## src/inc/odm_consts.svh

```systemverilog
// odm_consts.svh: offsets, command codes, reset values and timing of the octal mode control
// assumes inclusion by bare name from the package and the design modules
`ifndef ODM_CONSTS_SVH
`define ODM_CONSTS_SVH
`define ODM_NCH 8
`define ODM_NPAR 4
`define ODM_ADDR_W 8
`define ODM_ADDR_CMD 8'h00
`define ODM_ADDR_STATUS 8'h04
`define ODM_ADDR_MODE 8'h08
`define ODM_CMD_STBY 2'h0
`define ODM_CMD_INP 2'h1
`define ODM_CMD_ON 2'h2
`define ODM_CMD_OFF 2'h3
`define ODM_CMD_RST 16'hffff
`define ODM_CMD_ALL_STBY 16'h0000
`define ODM_TER_RST 1'b1
`define ODM_OL_DELAY_US 15
`define ODM_CLK_MHZ 250
`define ODM_OL_CNT_W 12
`endif

```

## src/inc/odm_pkg.sv

```systemverilog
// odm_pkg: types of the octal mode control
// assumes odm_consts.svh on the include path
`include "odm_consts.svh"
package odm_pkg;
	typedef enum logic [2:0] {
		ODM_ST_UNDERVOLTAGE_LOCKOUT = 3'h0,
		ODM_ST_LOWIQ = 3'h1,
		ODM_ST_NORMAL = 3'h2,
		ODM_ST_LIMP = 3'h3
	} odm_mode_t;
	typedef struct packed {
		logic vdd_ok;
		logic analog_supply_ok;
		logic enable;
		logic limp_home_input;
		logic [`ODM_NPAR-1:0] par_in;
		logic [`ODM_NCH-1:0] overload;
		logic [`ODM_NCH-1:0] overtemp;
	} odm_pins_t;
	typedef struct packed {
		logic [`ODM_ADDR_W-1:0] addr;
		logic [31:0] wdata;
		logic wr;
		logic rd;
	} odm_bus_t;
	typedef struct packed {
		odm_mode_t mode;
		logic [2*`ODM_NCH-1:0] cmd;
		logic frame_error_flag;
		logic pwrup;
		logic en_d;
		logic [`ODM_NCH-1:0] out;
		logic [`ODM_NCH-1:0] diag;
		logic low_iq;
		logic [31:0] rdata;
	} odm_state_t;
	typedef struct packed {
		logic [`ODM_OL_CNT_W-1:0] cnt;
		logic ol;
		logic ot;
	} odm_chan_t;
endpackage : odm_pkg

```

## src/hdl/odm_sync.sv

```systemverilog
// odm_sync: three-stage synchroniser for asynchronous pin levels
// assumes i_d comes from outside the i_clk domain; o_q changes once stages two and three agree
`timescale 1ns/1ps
module odm_sync #(
	parameter int unsigned W = 24
) (
	input wire logic i_clk,
	input wire logic i_rst_b,
	input wire logic [W-1:0] i_d,
	output logic [W-1:0] o_q
);
	typedef struct packed {
		logic [W-1:0] ff1;
		logic [W-1:0] ff2;
		logic [W-1:0] ff3;
		logic [W-1:0] q;
	} odm_sync_st_t;
	odm_sync_st_t s_ff;
	odm_sync_st_t nxt_s;
	always_comb begin
		nxt_s = s_ff;
		nxt_s.ff1 = i_d;
		nxt_s.ff2 = s_ff.ff1;
		nxt_s.ff3 = s_ff.ff2;
		// the first stage is never compared, only passed on
		nxt_s.q = (s_ff.ff2 & s_ff.ff3) | (s_ff.q & (s_ff.ff2 | s_ff.ff3));
	end
	always_ff @(posedge i_clk) begin
		if (!i_rst_b) begin
			s_ff <= '0;
		end else begin
			s_ff <= nxt_s;
		end
	end
	assign o_q = s_ff.q;
endmodule : odm_sync

```

## src/hdl/odm_chan.sv

```systemverilog
// odm_chan: overload filter and fault latches of one output channel
// assumes i_on is the registered driver state and the sensors are already synchronised
`timescale 1ns/1ps
`include "odm_consts.svh"
module odm_chan #(
	parameter logic [`ODM_OL_CNT_W-1:0] DLY_CYC = `ODM_OL_CNT_W'(`ODM_OL_DELAY_US * `ODM_CLK_MHZ)
) (
	input wire logic i_clk,
	input wire logic i_rst_b,
	input wire logic i_on,
	input wire logic i_overload,
	input wire logic i_overtemp,
	input wire logic i_clr,
	output logic o_fault_ol,
	output logic o_fault_ot
);
	localparam logic [`ODM_OL_CNT_W-1:0] DLY_M1 = DLY_CYC - `ODM_OL_CNT_W'(1);
	odm_pkg::odm_chan_t s_ff;
	odm_pkg::odm_chan_t nxt_s;
	logic set_ol;
	always_comb begin
		nxt_s = s_ff;
		set_ol = 1'b0;
		if (i_on && i_overload && !s_ff.ol) begin
			set_ol = (s_ff.cnt == DLY_M1);
			nxt_s.cnt = s_ff.cnt + `ODM_OL_CNT_W'(1);
		end else begin
			nxt_s.cnt = '0;
		end
		nxt_s.ol = set_ol | (s_ff.ol & !i_clr);
		nxt_s.ot = i_overtemp | (s_ff.ot & !i_clr);
	end
	always_ff @(posedge i_clk) begin
		if (!i_rst_b) begin
			s_ff <= '0;
		end else begin
			s_ff <= nxt_s;
		end
	end
	assign o_fault_ol = s_ff.ol;
	assign o_fault_ot = s_ff.ot;
endmodule : odm_chan

```

## src/hdl/odm_ctrl.sv

```systemverilog
// odm_ctrl: channel mode and protection control of an eight-channel low-side switch
// assumes supply-good, enable, limp-home, parallel and sensor levels arrive asynchronously;
// the register port is a single-cycle strobe bus on i_clk with read data one cycle later
// Operation
// - overload switches channel off, latched
// - overload filtered by fifteen microsecond delay
// - detect shorts at turn-on and later
// - standby command or power reset clears faults
// - rising enable restores all defaults, except in limp, where it is ignored
// - per-channel commands only when powered, enabled
// - reset: commands all ones, status zero, error set
// - both supplies needed, limp needs analog only
// - power-up off mode without diagnostic current
// - decode 11 off, 10 on, 00 standby, 01 input
// - lockout keeps outputs off, exit by pins
// - enable and limp low gives low current
// - global standby: off, no diagnostics, low current
// - input n drives outputs n and n+4
// - channel commanded off ignores its input
// - parallel-mode faults stay until serial clear
// - limp: outputs 1-4 follow inputs, 5-8 off
// - limp: sensing active, commands ignored
// - leaving limp resets, off or low current
// - limp to off sets frame error flag
// - analog supply loss locks out, faults cleared
// - enable or limp rising powers up
// - standby clears own channel, others clear all
// - two command and two status bits per channel
// - valid command clears frame error flag
// - overtemperature latches only its own channel
`timescale 1ns/1ps
`include "odm_consts.svh"
module odm_ctrl #(
	parameter int unsigned NCH = `ODM_NCH,
	parameter logic [`ODM_OL_CNT_W-1:0] OL_DLY_CYC = `ODM_OL_CNT_W'(`ODM_OL_DELAY_US * `ODM_CLK_MHZ)
) (
	input wire logic i_clk,
	input wire logic i_rst_b,
	input wire odm_pkg::odm_pins_t i_pins,
	input wire odm_pkg::odm_bus_t i_bus,
	output logic [31:0] o_rdata,
	output logic [NCH-1:0] o_output_channel,
	output logic [NCH-1:0] o_diag_en,
	output logic o_low_iq,
	output logic [2:0] o_mode
);
	localparam odm_pkg::odm_state_t ST_RST = '{
		mode: odm_pkg::ODM_ST_UNDERVOLTAGE_LOCKOUT,
		cmd: `ODM_CMD_RST,
		frame_error_flag: `ODM_TER_RST,
		pwrup: 1'b1,
		en_d: 1'b0,
		out: '0,
		diag: '0,
		low_iq: 1'b1,
		rdata: '0
	};

	odm_pkg::odm_state_t s_ff;
	odm_pkg::odm_state_t nxt_s;
	odm_pkg::odm_pins_t pin_s;
	logic por_ok;
	logic en_rise;
	logic rst_all;
	logic cmd_wr;
	logic [NCH-1:0] fault_ol;
	logic [NCH-1:0] fault_ot;
	logic [NCH-1:0] fault;
	logic [NCH-1:0] drv;
	logic [NCH-1:0] diag;
	logic [NCH-1:0] clr;
	logic [2*NCH-1:0] stat;

	odm_sync #(
		.W($bits(odm_pkg::odm_pins_t))
	) u_sync (
		.i_clk(i_clk),
		.i_rst_b(i_rst_b),
		.i_d(i_pins),
		.o_q(pin_s)
	);

	assign por_ok = pin_s.analog_supply_ok & (pin_s.vdd_ok | pin_s.limp_home_input);
	assign en_rise = pin_s.enable & !s_ff.en_d;

	assign cmd_wr = i_bus.wr && (i_bus.addr == `ODM_ADDR_CMD) && por_ok
		&& (s_ff.mode == odm_pkg::ODM_ST_NORMAL) && pin_s.enable && !pin_s.limp_home_input;

	assign rst_all = !por_ok
		|| (s_ff.mode == odm_pkg::ODM_ST_UNDERVOLTAGE_LOCKOUT)
		|| (s_ff.mode == odm_pkg::ODM_ST_LOWIQ)
		|| (s_ff.mode == odm_pkg::ODM_ST_NORMAL && !pin_s.enable && !pin_s.limp_home_input)
		|| (s_ff.mode == odm_pkg::ODM_ST_LIMP && !pin_s.limp_home_input);

	assign fault = fault_ol | fault_ot;

	for (genvar i = 0; i < NCH; i++) begin : g_ch
		logic [1:0] code;
		logic par;
		assign code = s_ff.cmd[2*i +: 2];
		assign par = pin_s.par_in[i % `ODM_NPAR];

		always_comb begin
			drv[i] = 1'b0;
			diag[i] = 1'b0;
			case (s_ff.mode)
				odm_pkg::ODM_ST_NORMAL: begin
					drv[i] = !fault[i] && ((code == `ODM_CMD_ON)
						|| (code == `ODM_CMD_INP && par));
					diag[i] = (code == `ODM_CMD_OFF) && !s_ff.pwrup;
				end
				odm_pkg::ODM_ST_LIMP: begin
					drv[i] = (i < `ODM_NPAR) && par && !fault[i];
				end
				default: begin
					drv[i] = 1'b0;
				end
			endcase
		end

		assign clr[i] = rst_all
			|| (s_ff.mode == odm_pkg::ODM_ST_NORMAL && code == `ODM_CMD_STBY);

		odm_chan #(
			.DLY_CYC(OL_DLY_CYC)
		) u_chan (
			.i_clk(i_clk),
			.i_rst_b(i_rst_b),
			.i_on(s_ff.out[i]),
			.i_overload(pin_s.overload[i]),
			.i_overtemp(pin_s.overtemp[i]),
			.i_clr(clr[i]),
			.o_fault_ol(fault_ol[i]),
			.o_fault_ot(fault_ot[i])
		);

		assign stat[2*i] = fault_ol[i];
		assign stat[2*i+1] = fault_ot[i];
	end

	always_comb begin
		nxt_s = s_ff;
		nxt_s.en_d = pin_s.enable;
		nxt_s.out = drv;
		nxt_s.diag = diag;
		if (!por_ok) begin
			nxt_s.mode = odm_pkg::ODM_ST_UNDERVOLTAGE_LOCKOUT;
			nxt_s.cmd = `ODM_CMD_RST;
			nxt_s.frame_error_flag = `ODM_TER_RST;
			nxt_s.pwrup = 1'b1;
		end else begin
			case (s_ff.mode)
				odm_pkg::ODM_ST_UNDERVOLTAGE_LOCKOUT: begin
					nxt_s.cmd = `ODM_CMD_RST;
					nxt_s.frame_error_flag = `ODM_TER_RST;
					nxt_s.pwrup = 1'b1;
					if (pin_s.limp_home_input) begin
						nxt_s.mode = odm_pkg::ODM_ST_LIMP;
					end else if (pin_s.enable) begin
						nxt_s.mode = odm_pkg::ODM_ST_NORMAL;
					end else begin
						nxt_s.mode = odm_pkg::ODM_ST_LOWIQ;
					end
				end
				odm_pkg::ODM_ST_LOWIQ: begin
					nxt_s.cmd = `ODM_CMD_RST;
					nxt_s.frame_error_flag = `ODM_TER_RST;
					nxt_s.pwrup = 1'b1;
					if (pin_s.limp_home_input) begin
						nxt_s.mode = odm_pkg::ODM_ST_LIMP;
					end else if (en_rise) begin
						nxt_s.mode = odm_pkg::ODM_ST_NORMAL;
					end
				end
				odm_pkg::ODM_ST_NORMAL: begin
					if (pin_s.limp_home_input) begin
						nxt_s.mode = odm_pkg::ODM_ST_LIMP;
					end else if (!pin_s.enable) begin
						nxt_s.mode = odm_pkg::ODM_ST_LOWIQ;
						nxt_s.cmd = `ODM_CMD_RST;
						nxt_s.frame_error_flag = `ODM_TER_RST;
						nxt_s.pwrup = 1'b1;
					end else if (cmd_wr) begin
						nxt_s.cmd = i_bus.wdata[2*NCH-1:0];
						nxt_s.frame_error_flag = 1'b0;
						nxt_s.pwrup = 1'b0;
					end
				end
				odm_pkg::ODM_ST_LIMP: begin
					if (!pin_s.limp_home_input) begin
						nxt_s.cmd = `ODM_CMD_RST;
						nxt_s.pwrup = 1'b1;
						nxt_s.frame_error_flag = 1'b1;
						nxt_s.mode = pin_s.enable ? odm_pkg::ODM_ST_NORMAL
							: odm_pkg::ODM_ST_LOWIQ;
					end
				end
				default: begin
					nxt_s.mode = odm_pkg::ODM_ST_UNDERVOLTAGE_LOCKOUT;
				end
			endcase
		end
		nxt_s.low_iq = (nxt_s.mode == odm_pkg::ODM_ST_LOWIQ)
			|| (nxt_s.mode == odm_pkg::ODM_ST_NORMAL
			&& nxt_s.cmd == `ODM_CMD_ALL_STBY);
		// read data stand for one cycle only; faults stay readable in limp
		nxt_s.rdata = '0;
		if (i_bus.rd) begin
			case (i_bus.addr)
				`ODM_ADDR_CMD: nxt_s.rdata = {16'h0000, s_ff.cmd};
				`ODM_ADDR_STATUS: nxt_s.rdata = {15'h0000, s_ff.frame_error_flag, stat};
				`ODM_ADDR_MODE: nxt_s.rdata = {16'h0000, s_ff.diag, 3'h0, s_ff.low_iq,
					s_ff.pwrup, s_ff.mode};
				default: nxt_s.rdata = '0;
			endcase
		end
	end

	always_ff @(posedge i_clk) begin
		if (!i_rst_b) begin
			s_ff <= ST_RST;
		end else begin
			s_ff <= nxt_s;
		end
	end

	assign o_rdata = s_ff.rdata;
	assign o_output_channel = s_ff.out;
	assign o_diag_en = s_ff.diag;
	assign o_low_iq = s_ff.low_iq;
	assign o_mode = s_ff.mode;
endmodule : odm_ctrl

```

## config.mk

```make
export PLATFORM = sky130hd
export DESIGN_NAME = odm_ctrl
export DESIGN_NICKNAME = d
export VERILOG_FILES = /design/src/inc/odm_pkg.sv /design/src/hdl/odm_sync.sv /design/src/hdl/odm_chan.sv /design/src/hdl/odm_ctrl.sv
export VERILOG_INCLUDE_DIRS = /design/src /design/src/inc
export SDC_FILE = /design/constraint.sdc
export NUM_CORES = 1
export LEC_CHECK = 0
export BUFFER_PORTS_ARGS = -buffer_cell sky130_fd_sc_hd__buf_2
export CAP_MARGIN = 5
export CORE_AREA = 2 2 161 163
export DETAILED_ROUTE_END_ITERATION = 8
export DIE_AREA = 0 0 163 165
export HOLD_SLACK_MARGIN = 0.02
export PLACE_DENSITY_LB_ADDON = 0.15
export SYNTH_ARGS = -nofsm -noshare
export SYNTH_HDL_FRONTEND = slang
export SYNTH_SLANG_ARGS = --single-unit
```

## constraint.sdc

```tcl
create_clock -name i_clk -period 3.2 [get_ports i_clk]
set_input_delay 0.64 -clock i_clk [delete_from_list [all_inputs] [get_ports i_clk]]
set_output_delay 0.64 -clock i_clk [all_outputs]
set_load 0.02 [all_outputs]
```

# Yosys cells after proc, flatten, opt, wreduce, memory -nomap -nowiden
# Cells that the tools add are included.
dict set report word_totals {
  regBits 279
  output_inout_bits 52
  wordCells 290
}
dict set report op_classes {
  addsub 8
  n_eq_ne 42
  muxes 26
  bitwise 40
  reduce_logical 136
}
# op n
set ops {}
lappend ops {{adder 12 x 1 -> 12 bit (second input constant)} 8}
lappend ops {{== test 12 bit (second input constant)} 8}
lappend ops {{logical AND 1 bit} 61}
lappend ops {{2-to-1 mux 18 bit} 3}
lappend ops {{one-hot mux 18 bit (3 select lines)} 1}
lappend ops {{one-hot mux 17 bit (3 select lines)} 1}
lappend ops {{AND 24 bit} 2}
lappend ops {{bitwise OR 24 bit} 2}
lappend ops {{2-to-1 mux 21 bit} 2}
lappend ops {{== test 2 bit (second input constant)} 16}
lappend ops {{zero test 1 bit} 29}
lappend ops {{AND reduction 2 bit} 11}
lappend ops {{logical OR 1 bit} 21}
lappend ops {{AND 1 bit} 18}
lappend ops {{bitwise OR 1 bit} 17}
lappend ops {{== test 2 x 1 -> 1 bit (second input constant)} 8}
lappend ops {{zero test 16 bit} 1}
lappend ops {{zero test 2 bit} 8}
lappend ops {{2-to-1 mux 3 bit} 5}
lappend ops {{one-hot mux 3 bit (4 select lines)} 1}
lappend ops {{== test 3 x 2 -> 1 bit (second input constant)} 3}
lappend ops {{== test 8 x 3 -> 1 bit (second input constant)} 1}
lappend ops {{== test 8 x 4 -> 1 bit (second input constant)} 1}
lappend ops {{zero test 8 bit} 1}
lappend ops {{other kinds (11)} 23}

# Logic depth before layout (Yosys ltp)
# Gate-level depths: netlist (run 1).
dict set report logic_depth {
  word_depth 14
  ltp_mapped 10
  ltp_nobuf 7
}

# By module
# From an unflattened synthesis (run 1), not the netlist that was laid out.
dict set report unflattened {
  hier_cells 1149
  area_unflattened_um2 10752.8
}
# module n_inst cells_each area_per_inst_um2
set by_module_without_submodules {}
lappend by_module_without_submodules {odm_chan 8 68 618.1}
lappend by_module_without_submodules {odm_sync 1 274 3034.2}
lappend by_module_without_submodules {odm_ctrl 1 331 2773.9}

# Least setup slack after synthesis (run 1)
# OpenSTA, ideal clock, no wires.
dict set report synth_timing {
  kind {in2reg}
  start {input i_bus[39] (netlist bit)}
  end {register s_ff (netlist bit o_low_iq)}
  setup_time_ps 69
  arrival_time_ps 2824
  slack_ps 307
  path_stages 8
  n_path_buf 1
  cell_sequence {or4_4 -> or4_4 -> or3_1 -> buf_6 -> or2_2 -> a221oi_1 -> nand4_1 -> o21ai_1}
}
dict set report synth_via {
  elab_chain_cells 14
}
# item line
set synth_lines {}
lappend synth_lines {{start, declared} odm_ctrl.sv:40} ;# input wire odm_pkg::odm_bus_t i_bus,
lappend synth_lines {{zero test 8 bit} n/a}
lappend synth_lines {{logical AND 1 bit (5 in series)} odm_ctrl.sv:86} ;# assign cmd_wr = i_bus.wr && (i_bus.addr == `ODM_ADDR_CMD) && por_ok
lappend synth_lines {{2-to-1 mux 18 bit} odm_ctrl.sv:183} ;# end else if (cmd_wr) begin
lappend synth_lines {{2-to-1 mux 18 bit} odm_ctrl.sv:178} ;# end else if (!pin_s.enable) begin
lappend synth_lines {{2-to-1 mux 18 bit} odm_ctrl.sv:176} ;# if (pin_s.limp_home_input) begin
lappend synth_lines {{one-hot mux 18 bit (3 select lines)} odm_ctrl.sv:152} ;# case (s_ff.mode)
lappend synth_lines {{2-to-1 mux 21 bit} odm_ctrl.sv:146} ;# if (!por_ok) begin
lappend synth_lines {{zero test 16 bit (no line)} n/a}
lappend synth_lines {{logical AND 1 bit (no line)} n/a}
lappend synth_lines {{logical OR 1 bit} odm_ctrl.sv:203} ;# nxt_s.low_iq = (nxt_s.mode == odm_pkg::ODM_ST_LOWIQ)
lappend synth_lines {{end signal, assigned} odm_ctrl.sv:223} ;# s_ff <= nxt_s;
lappend synth_lines {{end, declared} odm_ctrl.sv:59} ;# odm_pkg::odm_state_t s_ff;
# No other way between the ends. The select of a mux whose other input is x is not followed.
# A chain may end at the register's enable or synchronous reset.

# Worst setup path in the final report (run 1)
# Ends and elaborated chain as after synthesis.

==> results of run 1 <==
==> metrics by stage <==
| stage | util, % | cells | area [um^2] | setup slack (ns) |
|---|---|---|---|---|
| after global routing | 47.0 | 1525 | 11800 | 0.344 |
| final | 47.0 | 1525 | 11800 | 0.517 |
| after detailed placement | 42.7 | 1468 | 10700 | -0.00359 |
| after global placement | 42.7 | 1468 | 10700 | -0.00429 |
| after CTS | 47.0 | 1522 | 11800 | 0.546 |
| after floorplan | - | 1112 | 10200 | 0.307 |
==> power groups by stage <==
stage	registers, mW	clock network, mW	logic, mW
2_1_floorplan	3.40	0	0.109
3_3_place_gp	3.40	0	0.166
3_5_place_dp	3.40	0	0.166
4_1_cts	3.33	3.74	0.167
5_1_grt	3.33	3.89	0.183
6_report	3.33	3.65	0.166
==> flip-flops by register name, summed over array words and instances, names as in the netlist <==
name,flops
o_rdata,17
g_ch.u_chan.s_ff,96
g_ch.code,16
u_sync.o_q,24
o_low_iq,1
g_ch.u_chan.o_fault_ot,8
o_mode,3
o_diag_en,8
g_ch.u_chan.o_fault_ol,8
u_sync.s_ff,24
u_sync.nxt_s,48
o_output_channel,8
s_ff,2
==> metal layers <==
metal  vias to the layer above  GRT usage (%)  share of wire (%)  wire length (um)
li1                       3792              -                  -                 -
met1                      3265           24.5                 51             11100
met2                       195           23.5                 40              8800
met3                        42           3.19                6.5              1430
met4                         0           5.39                2.5               557
met5                         -              0                  0                 0
==> synth_stat cells, types with 15 or more instances <==
master    number
xnor2_1       32
o21ai_0       41
nor2_1       163
and2_1        73
nand2_1       77
or3_1         20
nand4_1       15
dfxtp_1      263
xor2_1        41
nand3_1       41
buf_4         51
inv_1         21
mux2i_1       18
a21oi_1       51
and3_1        25
clkbuf_1      28
nor4_1        18
ha_1          16
==> path summary, 6_finish.rpt <==
| path | start | endpoint | slack (ns) | cells after the start |
|---|---|---|---|---|
| max | i_bus[39] | o_low_iq | 0.52 | 9 |
| min | i_pins[19] | u_sync.nxt_s[67] | 0.30 | 2 |
| max reg2reg | o_mode[1] | o_low_iq | 0.55 | 8 |
| min reg2reg | u_sync.nxt_s[56] | u_sync.nxt_s[32] | 0.43 | 1 |
==> final cells by class <==
type                    instances  area, um^2
well taps                     330         413
clock buffers                  42         865
diodes                          3        7.51
repair buffers                109         611
fillers                      2459       13300
flip-flops and latches        263        5270
multi-input cells             744        4320
clock inverters                12         216
inverters                      22        82.6
==> cells in the final DEF, fill, tap and decap left out, types with 5 or more instances in the layout <==
cell	count
dfxtp_1	263
nor2_1	163
buf_2	88
nand2_1	77
and2_1	73
a21oi_1	51
nand3_1	41
xor2_1	41
o21ai_0	41
xnor2_1	32
clkbuf_16	29
and3_1	25
inv_1	21
or3_1	20
buf_4	20
nor4_1	18
mux2i_1	18
ha_1	16
conb_1	16
nand4_1	15
nand4b_1	11
o22ai_1	11
a31oi_1	10
nor3_1	10
nor2b_1	9
clkbuf_8	9
bufinv_16	6
o21a_1	5
==> worst max-delay path, stage by stage <==
cell and delay [ns]:
buf_2 0.09, or4_4 0.52, or4_4 0.48, or3_1 0.48
buf_4 0.20, o21a_1 0.16, nor4_1 0.27, o2111ai_1 0.15
o21ai_1 0.15
==> cell families after synthesis <==
group,after synthesis
adder cells (fa/ha/maj),16
XOR/XNOR,73
AND/OR/NAND/NOR,480
other,1
buffers and inverters,105
multiplexers,19
AO/OA/AOI/OAI,140
flip-flops,263
==> metrics, run 1 <==
Routed Antenna Nets=0; sequential share of power=46.6%; syn avg cell area=9.23 um^2; number of library cell types mapped by synthesis=53; cell area power density=606 nW/um^2; Min-Delay Path Class=in -> reg; Post-Route Setup TNS=0 ns; H-tree Lvls=1; measured slew at the worst slew-check pin=between 0.6 and 0.7 ns; number of global-route vias before repair=6683; Critical Path AT=about 3.2 ns; Sw Share=19.8%; Setup Skew=0.0110 ns; Post-Synth Adder-Cell Area=1.98%; Area growth, synth to finish=16.3%; average wire per standard cell=14.4 um; Vias=7294; Clock transition at path regs=0.06 ns; row count=58; Tmin final=2.68 ns; RSZ-0062 raised after global routing=no; Net Switching=around 1.4 mW; Fin Hold WS=0.303 ns; Synth Cell Area=10100 um^2; Max Slew Vio Count=0; GR Util All Layers=16.4%; Leak=4.46 nW; global-route wire length before repair=35400 um; post-cts gate resize count=0; flops & latches, synth=263; full die area=26900 um^2; critical path capture point type=flop; DRC viols=0; FFs w/ async S/R, synth=0%; initial core utilization=approximately 40%; DP Wirelength=15400 um; die width=about 160 um; Gate Count Post-Synth=1097; Port Buffers=88; io pins=120; Via-to-Cell Ratio=4.78; CTS buffer count=29; achievable clock frequency=0.373 GHz; Iteration-0 DRC Markers=roughly 510; Pwr Total=about 7.1 mW; nets=roughly 1300; Synth Area in XOR/XNOR=6.31%; crit path kind=in -> reg; post-CTS setup buffers=0; Core ar.=25000 um^2; layout cell share with drive strength beyond 1=14.0%; max cap viols=0; synth top area cells=dfxtp_1 (52%), nor2_1 (6.0%), and2_1 (4.5%), buf_4 (3.8%), xor2_1 (3.5%); GP Congestion=about 0.89; outcome=finished, final reports clean; Yosys warnings=0; simple-gate area share of the yosys netlist=23.7%; Int Power=roughly 5.7 mW; ys flop type=dfxtp_1; pin count of the biggest net entering global routing=85; setup violators final=0; CTS tree=built; fin crit share=between 80% and 90%; Post-Route WL=about 22000 um; Combinational Power Share=2.3%; die height=165 um; Root Driver=clkbuf_16; relative slew slack=57.1%; mux cell area share after synthesis=1.89%; Compound-Gate Fraction of Synth Area=8.14%; startpoint types=input port; combinational family with the most area after synthesis=simple AND/OR/NAND/NOR gates; antenna violations before repair=3; CTS max path bufs=3; Remaining Overflow, GRT=0; Critical Path RT=between 3 and 4 ns; Clk pwr share=51.0%; clock latency on the worst-skew pair=0.54 ns; clock sinks=263; Seq/Total Area, Yosys=52.0%; Synth top area share=52.0%; cts-stage hold buffer count=0; drt first pass iters=5; Max VDD drop=0.352 mV; area leader, netlist=dfxtp_1; Crit Path Max Fanout=7; number of synthesized flops with an enable pin=0; Hold Violations, Final=0
Power figures use the tool's default switching activity.
==> inputs of run 2 (changes only) <==
--- a/config.mk
+++ b/config.mk
@@ -6,11 +6,12 @@
 export SDC_FILE = /design/constraint.sdc
 export NUM_CORES = 1
 export LEC_CHECK = 0
+export ABC_AREA = 1
 export BUFFER_PORTS_ARGS = -buffer_cell sky130_fd_sc_hd__buf_2
 export CAP_MARGIN = 5
-export CORE_AREA = 2 2 161 163
+export CORE_AREA = 2 2 164 166
 export DETAILED_ROUTE_END_ITERATION = 8
-export DIE_AREA = 0 0 163 165
+export DIE_AREA = 0 0 166 168
 export HOLD_SLACK_MARGIN = 0.02
 export PLACE_DENSITY_LB_ADDON = 0.15
 export SYNTH_ARGS = -nofsm -noshare
==> constraint.sdc (replaced) <==
create_clock -name i_clk -period 2.75 [get_ports i_clk]
set_input_delay 0.55 -clock i_clk [delete_from_list [all_inputs] [get_ports i_clk]]
set_output_delay 0.55 -clock i_clk [all_outputs]
set_load 0.02 [all_outputs]
==> run 2 against run 1 <==
Effect of this change: register-to-register slack improved by 0.33 ns; synthesized cell count increased by 25%; clock power up 12%; critical path depth decreased by 7; non-clock buffer count decreased by 9; final area increased by 3.2%; clock skew is 0.0056 ns higher; synthesized area up 4.6%; critical path type is now reg -> out.
==> metrics, run 2 <==
Routed Antenna Nets=0 (unchanged); drt first pass iters=5 (unchanged); GP Congestion=0.911 (+2.2%); Clk pwr share=50.1% (-0.9 points); max cap viols=0 (unchanged); Int Power=6.48 mW (+13%); top cells by count, synth=dfxtp_1 (263), nand2_1 (250), inv_1 (225); fin crit share=70.8%; pre-CTS setup slack=0.631 ns (+0.635 ns); Critical Path RT=2.20 ns (-1.47 ns); syn avg cell area=7.70 um^2 (-17%); post-cts gate resize count=0 (unchanged); average wire per standard cell=13.3 um (-7.5%); H-tree Lvls=1 (unchanged); Core ar.=26400 um^2 (+5.2%); Combinational Power Share=2.2% (about the same); die height=168 um (+1.8%); fill count=2634 (+7.1%); cell area power density=669 nW/um^2 (+10%); Vias=8450 (+16%); Antenna Cells=0 (-3); Hold Violations, Final=0 (unchanged); post-CTS setup buffers=0 (unchanged); nets=1532 (+22%); layout cell share with drive strength beyond 1=12.7% (-1.3 points); Min-Delay Path Class=in -> reg; antenna violations before repair=0 (-3); Seq/Total Area, Yosys=49.7% (-2.3 points); setup violators final=0 (unchanged); Synth Cell Area=10600 um^2 (+4.6%); Leak=5.35 nW (+20%); Setup Skew=0.0166 ns (+0.00563 ns); final worst slack=0.803 ns (+0.286 ns); critical path capture point type=output port; initial core utilization=40.2% (-0.26 points); crit path kind=reg -> out; full die area=27900 um^2 (+3.7%); Fin Hold WS=0.200 ns (-0.102 ns); Area growth, synth to finish=14.7%; RSZ-0062 raised after global routing=no; Gate Count Post-Synth=1376 (+25%); commonest non-fill, non-tap cells in the layout=dfxtp_1 (263), nand2_1 (250), inv_1 (225); Max Slew Vio Count=0 (unchanged); CTS tree=built; die width=166 um (+1.8%); io pins=120 (unchanged); cts-stage hold buffer count=0 (unchanged); Tmin final=1.95 ns; Port Buffers=88 (unchanged); clock latency on the worst-skew pair=0.54 ns (about the same); Cells after DPL=1758 (+20%); measured slew at the worst slew-check pin=0.531 ns (-0.110 ns); number of synthesized flops with an enable pin=0 (unchanged); GR Util All Layers=17.2% (+0.83 points); area leader, netlist=dfxtp_1; global-route wire length before repair=39400 um (+11%); Iteration-0 DRC Markers=500 (-1.6%); Net Switching=1.65 mW (+17%); FFs w/ async S/R, synth=0% (unchanged); number of global-route vias before repair=7887 (+18%); Largest Register=g_ch.u_chan.s_ff; startpoint types=flop; synth top area cells=dfxtp_1 (50%), nand2_1 (8.9%), inv_1 (8.0%), a21oi_1 (5.2%), nor2_1 (5.1%); commonest non-fill, non-tap cell in the layout=dfxtp_1; Crit Path Max Fanout=6 (-1); sequential share of power=47.7% (+1.1 points); clock sinks=263 (unchanged); Sw Share=20.3% (+0.55 points); Post-Route Setup TNS=0 ns (unchanged); Final Non-Filler Cells=1810 (+19%); Via-to-Cell Ratio=4.67 (-2.4%); relative slew slack=64.6% (+7.5 points); number of library cell types mapped by synthesis=46 (-13%); row count=60 (+3.4%); achievable clock frequency=0.514 GHz; CTS buffer count=29 (unchanged); Post-Route WL=24100 um (+9.8%); Max VDD drop=0.430 mV (+22%); DRC viols=0 (unchanged); Clock transition at path regs=0.06 ns (about the same); CTS max path bufs=3 (unchanged); max reg flops=96 (unchanged); Yosys warnings=0 (unchanged); Critical Path AT=1.40 ns (-1.75 ns); flops & latches, synth=263 (unchanged); outcome=finished, final reports clean; Pwr Total=8.13 mW (+14%); Root Driver=clkbuf_16; Synth top area share=49.7% (-2.3 points); most numerous cell in the Yosys netlist=dfxtp_1; DP Wirelength=17800 um (+16%); Remaining Overflow, GRT=0 (unchanged); ys flop type=dfxtp_1; pin count of the biggest net entering global routing=60 (-29%)
==> run 2: cell count changes after synthesis, sizes merged, moves of 18 or more <==
cell	change
xnor2	-27
nand3	+20
and2	-73
a21oi	+62
mux2i	-18
xor2	-36
inv	+207
or3	-19
and3	-23
o21ai	+29
nor3	+28
nand2	+181
==> run 2: per-stage QoR <==
stage | utilization (%) | instance area (um^2)
2_1_floorplan | - | 10600
3_3_place_gp | 42.2 | 11100
3_5_place_dp | 42.2 | 11100
4_1_cts | 46.1 | 12100
5_1_grt | 46.1 | 12100
6_report | 46.1 | 12100
==> run 2: logic make-up (layout without fill, tap and decap cells) <==
group | count (synthesis) | in the layout | synth area share [%]
AOI/OAI and AO/OA | 222 | 222 | 11.6
xor gates and xnor gates | 10 | 10 | 0.827
adders and majority gates | 16 | 16 | 1.89
buffers and inverters | 304 | 382 | 12.8
DFF | 263 | 263 | 49.7
other | 1 | 16 | 0.0354
and+or+nand+nor | 560 | 560 | 23.2
==> run 2: final timing paths <==
path / start / end / slack [ns] / cells after the start
worst max-delay path: o_mode[2] / o_mode[2] / 0.80 / 2
worst max register to register: o_mode[0] / g_ch[2].u_chan.o_fault_ol / 0.88 / 9
worst min-delay path: i_pins[0] / u_sync.nxt_s[48] / 0.20 / 3
worst min register to register: u_sync.nxt_s[48] / u_sync.nxt_s[24] / 0.41 / 2
==> run 2: worst max-delay path, cell delays in order (launching register included) <==
cell     delay (ns)
dfxtp_1        0.48
buf_4          0.22
buf_2          0.17
==> run 2: power by group through the flow <==
stage	logic, mW	clock network, mW	registers (mW)
2_1_floorplan	0.123	0	3.95
3_3_place_gp	0.179	0	3.96
3_5_place_dp	0.179	0	3.96
4_1_cts	0.179	4.19	3.88
5_1_grt	0.202	4.35	3.88
6_report	0.178	4.07	3.88
==> run 2: layout make-up <==
cell class / instances / area (um^2) / share of cell area (%)
flip-flops and latches: 263 / 5270 / 43.3
multi-input cells: 824 / 4030 / 33.2
clock buffers: 41 / 871 / 7.17
inverters: 230 / 865 / 7.12
repair buffers: 100 / 533 / 4.39
well taps: 341 / 427 / 3.51
clock inverters: 11 / 159 / 1.31
==> run 2: metal layers <==
layer	wire, um	GRT usage (%)
met5	0	0
met4	804	6.24
met3	1030	2.82
met2	10100	26.5
met1	12200	24.4
==> inputs of run 3 (changes only) <==
==> constraint.sdc (replaced) <==
create_clock -name i_clk -period 1.6 [get_ports i_clk]
set_input_delay 0.32 -clock i_clk [delete_from_list [all_inputs] [get_ports i_clk]]
set_output_delay 0.32 -clock i_clk [all_outputs]
set_load 0.02 [all_outputs]
==> run 3 against run 2 <==
Effect of this change: worst setup slack worse by 0.78 ns; global-route usage up 0.20 points; non-clock buffer count up 125; die area unchanged; clock power up 68%; sequential power up 72%; cell count up 6.8%; utilization up 4.9 points; first-iteration DRC count up 0.60%; clock skew up 0.0014 ns; routed wire length up 4.9%; largest power group unchanged.
==> metrics, run 3 (synthesis gave the netlist of run 2 again) <==
outcome=finished, final reports clean; startpoint types=flop; cell area power density=1030 nW/um^2 (+54%); Worst R2R End=o_low_iq; critical path capture point type=flop; antenna violations before repair=1 (+1); H-tree Lvls=1 (unchanged); die width=166 um (unchanged); CTS buffer count=28 (-3.4%); slowest CP cell=dfxtp_4; crit path kind=reg -> reg; global-route wire length before repair=40100 um (+1.7%); Critical Path RT=2.08 ns (-0.12 ns); setup violators final=0 (unchanged); CP delay by family, top=simple AND/OR/NAND/NOR gates; CTS tree=built; end of the worst hold path=u_sync.nxt_s[61]; Root Driver=clkbuf_16; Hold Path Origin=i_pins[13]; max reg flops=96 (unchanged); Worst R2R Start=o_mode[2]; clock latency on the worst-skew pair=0.54 ns (about the same); Via-to-Cell Ratio=4.64 (-0.51%); die height=168 um (unchanged); hold path cells=3 (unchanged); CP peak stage delay=0.37 ns (-0.11 ns); initial core utilization=40.2% (unchanged); cells on worst reg2reg path=11 (+2); commonest non-fill, non-tap cell in the layout=nand2_1; R2R setup slack=0.02 ns (-0.86 ns); pre-CTS setup slack=-0.125 ns (-0.756 ns); Crit path buffers/inverters=1 (-1); DP Wirelength=18700 um (+4.8%); Clock transition at path regs=0.06 ns (about the same); Pwr Total=13.9 mW (+71%); Hold Violations, Final=0 (unchanged); full die area=27900 um^2 (unchanged); Critical Path Most Common Cell=nand2_1; Port Buffers=88 (unchanged); Crit Path Max Fanout=10 (+4); DRC viols=0 (unchanged); Largest Register=g_ch.u_chan.s_ff; number of global-route vias before repair=8283 (+5.0%); Core ar.=26400 um^2 (unchanged); Area growth, synth to finish=27.0%; worst-path cell chain=inv_4, nand3_4, nor2_4, nand2_4, nand2_1, nand2_1, a21oi_2, nand3_1, nor2_1, nand3_1, nand2_1; max cap viols=0 (unchanged); Max VDD drop=0.726 mV (+69%); fin crit share=98.8%; Post-Route WL=25300 um (+4.9%); GP Congestion=0.893 (-2.0%); final worst slack=0.0194 ns (-0.784 ns); Leak=6.01 nW (+12%); achievable clock frequency=0.633 GHz; Max Slew Vio Count=0 (unchanged); Antenna Cells=0 (unchanged); Iteration-0 DRC Markers=503 (+0.60%); Post-Route Setup TNS=0 ns (unchanged); Critical Path AT=2.06 ns (+0.66 ns); io pins=120 (unchanged); Tmin final=1.58 ns; pin count of the biggest net entering global routing=52 (-13%); average wire per standard cell=13.1 um (-1.8%); RSZ-0062 raised after global routing=yes; layout cell share with drive strength beyond 1=22.0% (+9.4 points); GR Util All Layers=17.4% (+0.20 points); Setup Skew=0.0180 ns (+0.00138 ns); Worst path depth=11 (+9); CTS max path bufs=3 (unchanged); Routed Antenna Nets=0 (unchanged); Remaining Overflow, GRT=0 (unchanged); drt first pass iters=5 (unchanged); commonest non-fill, non-tap cells in the layout=nand2_1 (244), dfxtp_1 (243), inv_1 (223); Vias=8978 (+6.2%); Min-Delay Path Class=in -> reg; clock sinks=263 (unchanged); nets=1656 (+8.1%); row count=60 (unchanged)
==> run 3: cell types whose count changed in the layout (fill, tap and decap cells not counted), moves of 10 or more <==
| cell | delta |
|---|---|
| nor2_1 | -21 |
| o21ai_0 | -11 |
| nor2_2 | +19 |
| dfxtp_2 | +15 |
| o21ai_1 | +10 |
| buf_4 | +99 |
| dlygate4sd3_1 | +23 |
| dfxtp_1 | -20 |
==> run 3: worst reg2reg max path: stages (launching register included) <==
cell	delay [ns]
dfxtp_4	0.37
inv_4	0.08
nand3_4	0.07
nor2_4	0.19
nand2_4	0.15
nand2_1	0.10
nand2_1	0.06
a21oi_2	0.14
nand3_1	0.11
nor2_1	0.12
nand3_1	0.09
nand2_1	0.06
==> run 3: routing by layer <==
layer  GRT usage (%)  share of wire (%)
met1            23.8                 49
met2            29.0                 45
met3            2.23                4.2
met4            4.99                2.3
met5               0                  0
==> run 3: through the flow <==
step / instances / util [%] / hold WS (ns) / area, um^2
final: 1933 / 51.0 / 0.0371 / 13500
after global routing: 1933 / 51.0 / 0.0605 / 13500
after CTS: 1921 / 49.7 / 0.0393 / 13100
after detailed placement: 1848 / 44.9 / 0.397 / 11800
after global placement: 1848 / 44.9 / 0.394 / 11800
after floorplan: 1391 / - / 0.390 / 10600
==> run 3: power breakdown <==
| part | leakage [nW] | internal, mW | switching [mW] |
|---|---|---|---|
| Sequential | 2.14 | 6.62 | 0.0377 |
| Combinational | 3.38 | 0.168 | 0.217 |
| Clock | 0.483 | 4.26 | 2.57 |
| Total | 6.01 | 11.0 | 2.83 |
==> run 3: worst max path at each step <==
stage	from	to	slack, ns
finish	o_mode[2]	o_low_iq	0.02
global route	g_ch[3].u_chan.s_ff[2]	g_ch[3].u_chan.s_ff[12]	-0.14
CTS	o_mode[2]	o_mode[2]	-0.02
detailed placement	i_bus[39]	o_low_iq	-0.12
global placement	i_bus[41]	o_low_iq	-0.12
floorplan	g_ch[4].u_chan.s_ff[2]	g_ch[4].u_chan.s_ff[12]	0.12
==> run 3: what timing repair did <==
| item | in CTS | in global routing |
|---|---|---|
| setup endpoints to repair | 15 | 42 |
| hold buffers | 23 | 0 |
| hold endpoints to repair | 23 | 0 |
| gates resized for setup | 15 | 88 |
| pin swaps | 6 | 30 |
| buffers inserted | 0 | 12 |
==> run 3: cell type report <==
type                    count  area [um^2]
clock buffers              42          845
clock inverters             8          143
fillers                  2574        12900
inverters                 230          871
multi-input cells         824         4290
flip-flops and latches    263         5300
well taps                 341          427
repair buffers            225         1570
